==> src/logic/flash_cmd_map.vh <==
// opcodes, byte framing, register defaults and timing figures for the flash mode/reset/power command block
`ifndef FLASH_CMD_MAP_VH
`define FLASH_CMD_MAP_VH

// opcodes
`define OP_EXIT_QUAD     8'hff
`define OP_ENTER_QUAD    8'h38
`define OP_RESET_ENABLE  8'h66
`define OP_RESET         8'h99
`define OP_ULTRA_DEEP    8'h79

// byte framing and register defaults
`define BYTE_BITS        4'h8
`define WRAP_DEFAULT     3'h0
`define PARAM_DEFAULT    8'h00

// times in ns and system clock period in ns
`define CLK_PERIOD_NS    4
`define RESET_RECOVERY_NS 28000
`define ULTRA_ENTRY_NS   3000
`define WAKE_LOW_NS      200
`define ULTRA_EXIT_NS    10000

`endif

==> src/logic/flash_mode_reset_power_cmds.v <==
// command interpreter for quad mode exit, software reset and ultra-deep power-down
`timescale 1ns/10ps
`include "flash_cmd_map.vh"

// ***************************************************
// overview
// ***************************************************
// the host pins are sampled by the system clock, so the link clock
// must stay well below a quarter of it; 80 ns link periods are safe.
// an opcode is the first eight bits of a frame and is acted on only
// when chip select rises, once the frame length is known.
// the power state machine owns every timed interval; while it is
// outside standby any frame that opens is dropped as a whole.
// the volatile settings are loaded by neighbouring logic through
// cfg_load_i and only in standby, so a recovery cannot be undone.
// limitation: dual and quad spi data phases are not decoded here,
// only single-line opcodes in spi mode and nibbles in quad mode.

module flash_mode_reset_power_cmds #(
  parameter RESET_CYC = (`RESET_RECOVERY_NS + `CLK_PERIOD_NS - 1) / `CLK_PERIOD_NS,
  parameter ENTRY_CYC = `ULTRA_ENTRY_NS / `CLK_PERIOD_NS,
  parameter WAKE_CYC  = (`WAKE_LOW_NS + `CLK_PERIOD_NS - 1) / `CLK_PERIOD_NS,
  parameter EXIT_CYC  = `ULTRA_EXIT_NS / `CLK_PERIOD_NS,
  parameter CW        = 14
) (
  // system
  input  wire       sys_clk_i,
  input  wire       sys_rst_i,
  // serial link pins
  input  wire       sel_n_i,
  input  wire       sclk_i,
  input  wire [3:0] io_i,
  // device status inputs
  input  wire       busy_i,
  input  wire       deep_pd_i,
  input  wire       quad_enable_bit_i,
  input  wire       set_wel_i,
  input  wire       set_sus_i,
  input  wire [7:0] set_param_i,
  input  wire [2:0] set_wrap_i,
  input  wire       cfg_load_i,
  // state outputs
  output reg        quad_instruction_mode_o,
  output reg        write_enable_latch_o,
  output reg        suspend_flag_o,
  output reg  [7:0] read_parameter_bits_o,
  output reg  [2:0] wrap_setting_bits_o,
  output reg        reset_enabled_o,
  output reg        abort_op_o,
  output reg        resetting_o,
  output reg        ultra_deep_o,
  output reg        standby_o
);

  // ***************************************************
  // power states, one-hot
  // ***************************************************
  // standby, reset recovery, entry wait, ultra-deep, exit wait
  // one-hot so that standby is a single bit that gating can test
  localparam ST_STBY  = 5'h01;
  localparam ST_RST   = 5'h02;
  localparam ST_ENTER = 5'h04;
  localparam ST_UDPD  = 5'h08;
  localparam ST_EXIT  = 5'h10;

  // ***************************************************
  // pin synchronisers and clock edge
  // ***************************************************
  reg  [5:0] s1_r;
  reg  [5:0] s2_r;
  reg        sclk_d_r;
  reg        sel_d_r;
  // two flops per pin; only s2 is looked at
  // the pins are asynchronous to sys_clk_i, so the first stage may go
  // metastable; nothing but the second stage ever reads it
  always @(posedge sys_clk_i) begin
    s1_r <= {sel_n_i, sclk_i, io_i};
    s2_r <= s1_r;
  end
  wire       sel_n   = s2_r[5];
  wire       sclk    = s2_r[4];
  wire [3:0] io      = s2_r[3:0];
  // edge detectors on the synchronised pins; the delayed copies reset
  // high so that no false rising clock edge follows reset
  wire       rise    = sclk & ~sclk_d_r;
  wire       sel_up  = sel_n & ~sel_d_r;
  wire       sel_dn  = ~sel_n & sel_d_r;

  // ***************************************************
  // opcode shifter
  // ***************************************************
  reg  [7:0] sh_r;
  reg  [4:0] bits_r;
  reg        got_r;   // first byte complete
  reg  [7:0] op_r;
  reg  [4:0] state_r;
  reg  [CW-1:0] cnt_r;
  reg        ign_r;   // frame began while busy in a timed state
  // spi shifts one bit from io[0]; quad mode one nibble, msb first
  // the step follows the mode, so the byte ends after 8 or 2 edges
  wire [7:0] sh_nxt = quad_instruction_mode_o ? {sh_r[3:0], io} : {sh_r[6:0], io[0]};
  wire [4:0] step   = quad_instruction_mode_o ? 5'h04 : 5'h01;
  wire [4:0] bits_nxt = bits_r + step;
  // multiple of eight bits at deselect
  wire       aligned = (bits_r[2:0] == 3'h0);

  always @(posedge sys_clk_i) begin
    if (sys_rst_i) begin
      sclk_d_r <= 1'b1;
      sel_d_r  <= 1'b1;
      sh_r     <= 8'h00;
      bits_r   <= 5'h00;
      got_r    <= 1'b0;
      op_r     <= 8'h00;
    end else begin
      sclk_d_r <= sclk;
      sel_d_r  <= sel_n;
      if (sel_dn) begin
        bits_r <= 5'h00;
        got_r  <= 1'b0;
      end else if (!sel_n && rise) begin
        sh_r <= sh_nxt;
        // count wraps modulo 16 past one byte; we only care about alignment
        bits_r <= {1'b0, bits_nxt[3:0]};
        if (!got_r && bits_nxt[3:0] == `BYTE_BITS) begin
          got_r <= 1'b1;
          op_r  <= sh_nxt;
        end
      end
    end
  end

  // ***************************************************
  // command decode and power state machine
  // ***************************************************
  // commands act at deselect; the whole frame is then known
  wire cmd_ok = sel_up & got_r & ~ign_r & state_r[0];
  // opcode matches, decoded once for the state machine
  wire is_rst_en  = (op_r == `OP_RESET_ENABLE);
  wire is_rst     = (op_r == `OP_RESET);
  wire is_exit_q  = (op_r == `OP_EXIT_QUAD);
  wire is_enter_q = (op_r == `OP_ENTER_QUAD);
  wire is_udpd    = (op_r == `OP_ULTRA_DEEP);

  always @(posedge sys_clk_i) begin
    if (sys_rst_i) begin
      // standby after power cycle
      // the volatile settings here are also the defaults that an accepted reset restores
      state_r                 <= ST_STBY;
      cnt_r                   <= {CW{1'b0}};
      ign_r                   <= 1'b0;
      quad_instruction_mode_o <= 1'b0;
      write_enable_latch_o    <= 1'b0;
      suspend_flag_o          <= 1'b0;
      read_parameter_bits_o   <= `PARAM_DEFAULT;
      wrap_setting_bits_o     <= `WRAP_DEFAULT;
      reset_enabled_o         <= 1'b0;
      abort_op_o              <= 1'b0;
      resetting_o             <= 1'b0;
      ultra_deep_o            <= 1'b0;
      standby_o               <= 1'b1;
    end else begin
      abort_op_o <= 1'b0;
      // a frame opened outside standby is dropped whole
      // taken at the falling select, so a frame that spans the end
      // of an interval is still refused
      if (sel_dn) begin
        ign_r <= ~state_r[0];
      end
      // other logic loads volatile state only in standby
      // a command decoded in the same cycle wins, as it is assigned later
      if (cfg_load_i && state_r[0]) begin
        write_enable_latch_o  <= set_wel_i;
        suspend_flag_o        <= set_sus_i;
        read_parameter_bits_o <= set_param_i;
        wrap_setting_bits_o   <= set_wrap_i;
      end
      case (state_r)
        ST_STBY: begin
          if (cmd_ok) begin
            // any opcode other than reset enable cancels enable
            reset_enabled_o <= is_rst_en;
            // pair accepted in either mode
            // the enable is read before this frame overwrites it
            if (is_rst && reset_enabled_o) begin
              abort_op_o              <= 1'b1;
              quad_instruction_mode_o <= 1'b0;
              write_enable_latch_o    <= 1'b0;
              suspend_flag_o          <= 1'b0;
              read_parameter_bits_o   <= `PARAM_DEFAULT;
              wrap_setting_bits_o     <= `WRAP_DEFAULT;
              resetting_o             <= 1'b1;
              standby_o               <= 1'b0;
              cnt_r                   <= RESET_CYC[CW-1:0];
              state_r                 <= ST_RST;
            end else if (is_exit_q && quad_instruction_mode_o) begin
              // back to spi; latch, suspend, wrap kept
              quad_instruction_mode_o <= 1'b0;
            end else if (is_enter_q && !quad_instruction_mode_o) begin
              // only with quad enable set; wrap returns to default
              if (quad_enable_bit_i) begin
                quad_instruction_mode_o <= 1'b1;
                wrap_setting_bits_o     <= `WRAP_DEFAULT;
              end
            end else if (is_udpd && deep_pd_i && !busy_i && aligned) begin
              // entry from deep power-down; unaligned aborts; busy ignores
              standby_o <= 1'b0;
              cnt_r     <= ENTRY_CYC[CW-1:0];
              state_r   <= ST_ENTER;
            end
          end
        end
        ST_RST: begin
          // nothing accepted until recovery ends
          // cmd_ok is gated by standby, so frames here never decode
          if (cnt_r <= {{(CW-1){1'b0}}, 1'b1}) begin
            resetting_o <= 1'b0;
            standby_o   <= 1'b1;
            state_r     <= ST_STBY;
          end
          cnt_r <= cnt_r - {{(CW-1){1'b0}}, 1'b1};
        end
        ST_ENTER: begin
          // in ultra-deep within entry time
          // the counter is left at zero for the wake pulse measurement
          if (cnt_r <= {{(CW-1){1'b0}}, 1'b1}) begin
            ultra_deep_o <= 1'b1;
            cnt_r        <= {CW{1'b0}};
            state_r      <= ST_UDPD;
          end else begin
            cnt_r <= cnt_r - {{(CW-1){1'b0}}, 1'b1};
          end
        end
        ST_UDPD: begin
          // opcodes never decoded; only a long select pulse counts
          // dummy bytes in the pulse are discarded
          // the pulse length saturates, so a very long low never wraps
          if (sel_dn) begin
            cnt_r <= {CW{1'b0}};
          end else if (!sel_n && cnt_r != {CW{1'b1}}) begin
            cnt_r <= cnt_r + {{(CW-1){1'b0}}, 1'b1};
          end
          if (sel_up && cnt_r >= WAKE_CYC[CW-1:0]) begin
            cnt_r   <= EXIT_CYC[CW-1:0];
            state_r <= ST_EXIT;
          end
        end
        ST_EXIT: begin
          // standby within exit time
          // a select that falls here marks its whole frame as refused
          if (cnt_r <= {{(CW-1){1'b0}}, 1'b1}) begin
            ultra_deep_o <= 1'b0;
            standby_o    <= 1'b1;
            state_r      <= ST_STBY;
          end
          cnt_r <= cnt_r - {{(CW-1){1'b0}}, 1'b1};
        end
        default: begin
          state_r <= ST_STBY;
        end
      endcase
    end
  end

  // ***************************************************
  // limitations
  // ***************************************************
  // the counters are CW bits wide; any timing parameter above
  // 2**CW - 1 cycles would wrap, so raise CW together with them.
  // the bit counter keeps only four bits after the first byte, which
  // is all that the byte alignment test of the entry command needs.
  // abort_op_o is a single-cycle request; the program and erase
  // engines must latch it themselves if they act on it later.
  // commands take effect about three cycles after the select pin
  // rises, because of the synchroniser and the edge detector.
  // the wake pulse is measured in system cycles after the
  // synchroniser, so its minimum is good to about two cycles.
  // busy_i and deep_pd_i are read as levels at the deciding cycle;
  // their owners must hold them steady across a whole frame.

endmodule

==> config.mk <==
export PLATFORM = sky130hd
export DESIGN_NAME = flash_mode_reset_power_cmds
export DESIGN_NICKNAME = d
export VERILOG_FILES = /design/src/logic/flash_mode_reset_power_cmds.v
export VERILOG_INCLUDE_DIRS = /design/src /design/src/logic
export SDC_FILE = /design/constraint.sdc
export NUM_CORES = 1
export LEC_CHECK = 0
export ABC_AREA = 1
export BUFFER_PORTS_ARGS = -buffer_cell sky130_fd_sc_hd__buf_2
export CELL_PAD_IN_SITES_DETAIL_PLACEMENT = 0
export CELL_PAD_IN_SITES_GLOBAL_PLACEMENT = 2
export CORE_ASPECT_RATIO = 0.75
export CORE_MARGIN = 1.5
export CORE_UTILIZATION = 33
export DETAILED_ROUTE_END_ITERATION = 8
export PLACE_DENSITY_LB_ADDON = 0.2
export SYNTH_ARGS = -nofsm -noshare
export SYNTH_HDL_FRONTEND = slang
export SYNTH_SLANG_ARGS = --single-unit
==> constraint.sdc <==
create_clock -name sys_clk_i -period 2.9 [get_ports sys_clk_i]
set_input_delay 0.435 -clock sys_clk_i [delete_from_list [all_inputs] [get_ports sys_clk_i]]
set_output_delay 0.435 -clock sys_clk_i [all_outputs]
set_load 0.05 [all_outputs]
==> run_results.csv <==
group,metric,value,unit
run_status,status,"complete, no violations",
min_path,min_path_type,"in2reg",
synthesis,yosysWarnings,0,
timing,skew,0.005079,ns
detailed_routing,drt_iter0_drc,236,
clock_tree,cts_resized,0,
global_route,grt_pass1_wl,18220,um
timing,slew_headroom,53.77,%
final_layout,nets,662,
synthesis,synth.distinct_cells,42,
placement,gp_congestion,0.8656,
synthesis,postSynthAreaPerCell,7.056,um^2
timing,fin_crit,2.285,ns
floorplan,die_h,100.4,um
timing,worst_pin_slew,0.6927,ns
clock_tree,cts_root_buf,"clkbuf_16",
synthesis,yosysSeqAreaShare,35.04,%
timing,grt_setup_unrepaired,"no",
timing,fmax,437.6,MHz
placement,place_area,4498,um^2
min_path,hold_path_depth,1,
power,peakVddDrop,0.2587,mV
setup_path,r2r_cells,10,
setup_path,cp_max_fo,11,
setup_path,r2r_slack,0.61,ns
final_layout,antennaDiodeCount,0,
detailed_routing,detail-route-antenna-nets,0,
detailed_routing,wirelength,11380,um
final_layout,syn_to_final_growth,14.82,%
timing,setup_viol,0,
synthesis,synth_area_leader_cell,"dfxtp_1",
floorplan,start_util,33.89,%
setup_path,r2r_end,"op_r[7]",
synthesis,synth_top_family_by_area,"simple AND/OR/NAND/NOR gates",
global_route,grtUsageTotal,17.78,%
setup_path,critPathRequiredTime,3.10,ns
setup_path,worst-setup-path-type,"reg2reg",
synthesis,yosysTopAreaCellShare,35.04,%
detailed_routing,firstDrtPassIters,6,
clock_tree,cts.path.max_buffers,2,
clock_tree,cts_buffers,9,
final_layout,final_cell_mix,"160 x nand2_1, 73 x dfxtp_1, 60 x nor2_1",
final_layout,drive_gt1_share,23.46,%
synthesis,ys_ff_latch,73,
final_layout,post-route-util,38.91,%
job,drv_cap,0,
power,powerDensity,471.3,nW/um^2
power,p_leak,2.210,nW
detailed_routing,vias,3747,
global_route,grt_pass1_vias,3400,
global_route,grt_overflow,0,
clock_tree,clock_sinks,73,
timing,timing.final.crit_share,78.80,%
detailed_routing,post_drt_wl_per_cell,14.21,um
clock_tree,cts_setup_buffers,0,
detailed_routing,drcViolationCount,0,
floorplan,placeableCoreArea,12310,um^2
setup_path,reg2reg_from,"quad_instruction_mode_o",
min_path,min_from,"io_i[3]",
timing,setup_tns,0,ns
synthesis,synth_edf_count,0,
synthesis,syn_nets,623,
clock_tree,clk_pin_slew,0.06,ns
clock_tree,clk-insertion-delay-late,0.34,ns
global_route,antenna_found_initial,0,
min_path,min_to,"s1_r[3]",
floorplan,fp.dieW,132.8,um
synthesis,synth_xor_area_share,2.730,%
timing,hold_slack,0.1944,ns
placement,dp_hpwl,8443,um
final_layout,stdcell_area,4788,um^2
setup_path,cp-start-kind,"flip-flop",
placement,numPortBuffers,43,
synthesis,synth_compound_area_share,10.29,%
synthesis,synth_area,4170,um^2
synthesis,synthCells,591,
global_route,grt_max_degree,34,
setup_path,worstSetupEndpointType,"flip-flop",
floorplan,dieArea,13330,um^2
detailed_routing,avgViaCountPerCell,4.678,
synthesis,muxShareOfSynthArea,3.420,%
synthesis,synthSimpleGateAreaFrac,37.35,%
timing,slew_viol_final,0,
final_layout,final_common_cell,"nand2_1",
setup_path,crit_arrival,2.48,ns
synthesis,synth-adder-area-share,2.100,%
power,power,2.257,mW
synthesis,netlist_top_cells_area,"dfxtp_1 35%, nand2_1 14%, nor2_1 5.4%",
clock_tree,cts_tree,"built",
floorplan,num_rows,35,
synthesis,synth-main-ff-cell,"dfxtp_1",
synthesis,synthArstFlopShare,0,%
clock_tree,cts_max_level,3,
timing,finalHoldViolCount,0,
floorplan,io_pins,44,
clock_tree,cts_hold_buf,0,
[sequential cells by signal, summed over array words and instances, names as in the netlist, 3 cells and up]
register               cells
bits_r                     4
cnt_r                     14
op_r                       8
read_parameter_bits_o      8
s1_r                       6
s2_r                       6
sh_r                       7
state_r                    5
wrap_setting_bits_o        3
[cells in the mapped netlist (all sizes together) (7+ instances only)]
master and instances:
a21oi 39, buf 11, dfxtp 73, ha 7, inv 70, mux2 10, nand2 181, nand3 33
nand4 12, nor2 82, nor3 13, o21ai 23, xor2 12
[cell type report]
type                       count  area, um^2
tap                          166       207.7
clock inverter                 5       37.54
multi-input combinational    430        2331
fill                        1313        7517
inverter                      71       267.8
clock buffer                  11       252.7
sequential                    73        1461
timing repair buffer          45       230.2
[worst max-delay path by stage]
stage,startpoint,to,slack (ns),depth (start not counted)
global route,quad_instruction_mode_o,op_r[4],0.41,10
global placement,quad_instruction_mode_o,op_r[7],0.59,10
detailed placement,quad_instruction_mode_o,op_r[7],0.59,10
floorplan,quad_instruction_mode_o,op_r[7],0.49,11
CTS,quad_instruction_mode_o,op_r[7],0.57,10
finish,quad_instruction_mode_o,op_r[7],0.61,10
[metal layers]
layer  vias up  GRT usage, %  wire, um
li1       1967             -         -
met1      1676         26.93      6286
met2        93         24.52      4364
met3        11         4.798       612
met4         0         4.311       117
met5         -             0         0
[critical path, stage by stage (launching register included)]
cell     delay [ns]
dfxtp_1        0.58
inv_2          0.20
ha_1           0.26
ha_1           0.19
xor2_1         0.17
nor4_1         0.16
nand2_1        0.16
nor2_4         0.19
inv_2          0.10
nand2_1        0.07
a21oi_1        0.06
[cell families (layout without fill, tap and decap cells)]
group                      Yosys count  after routing
AOI/OAI and AO/OA                   71             71
xor gates and xnor gates            13             13
adders and majority gates            7              7
buffers and inverters               88            132
DFF                                 73             73
muxes                               13             13
and+or+nand+nor                    326            326
[power breakdown]
| part | total, mW | switching (mW) | internal [mW] | leakage, nW |
|---|---|---|---|---|
| combinational | 0.132 | 0.0896 | 0.0425 | 1.48 |
| sequential | 1.04 | 0.0103 | 1.03 | 0.596 |
| clock | 1.09 | 0.458 | 0.631 | 0.139 |
[per-stage QoR]
step | setup WS [ns] | std cells
after floorplan | 0.4897 | 591
after global placement | 0.5888 | 785
after detailed placement | 0.5869 | 785
after CTS | 0.5680 | 801
after global routing | 0.4147 | 801
final | 0.6148 | 801
Note: power is estimated with default switching activity, not from simulation.
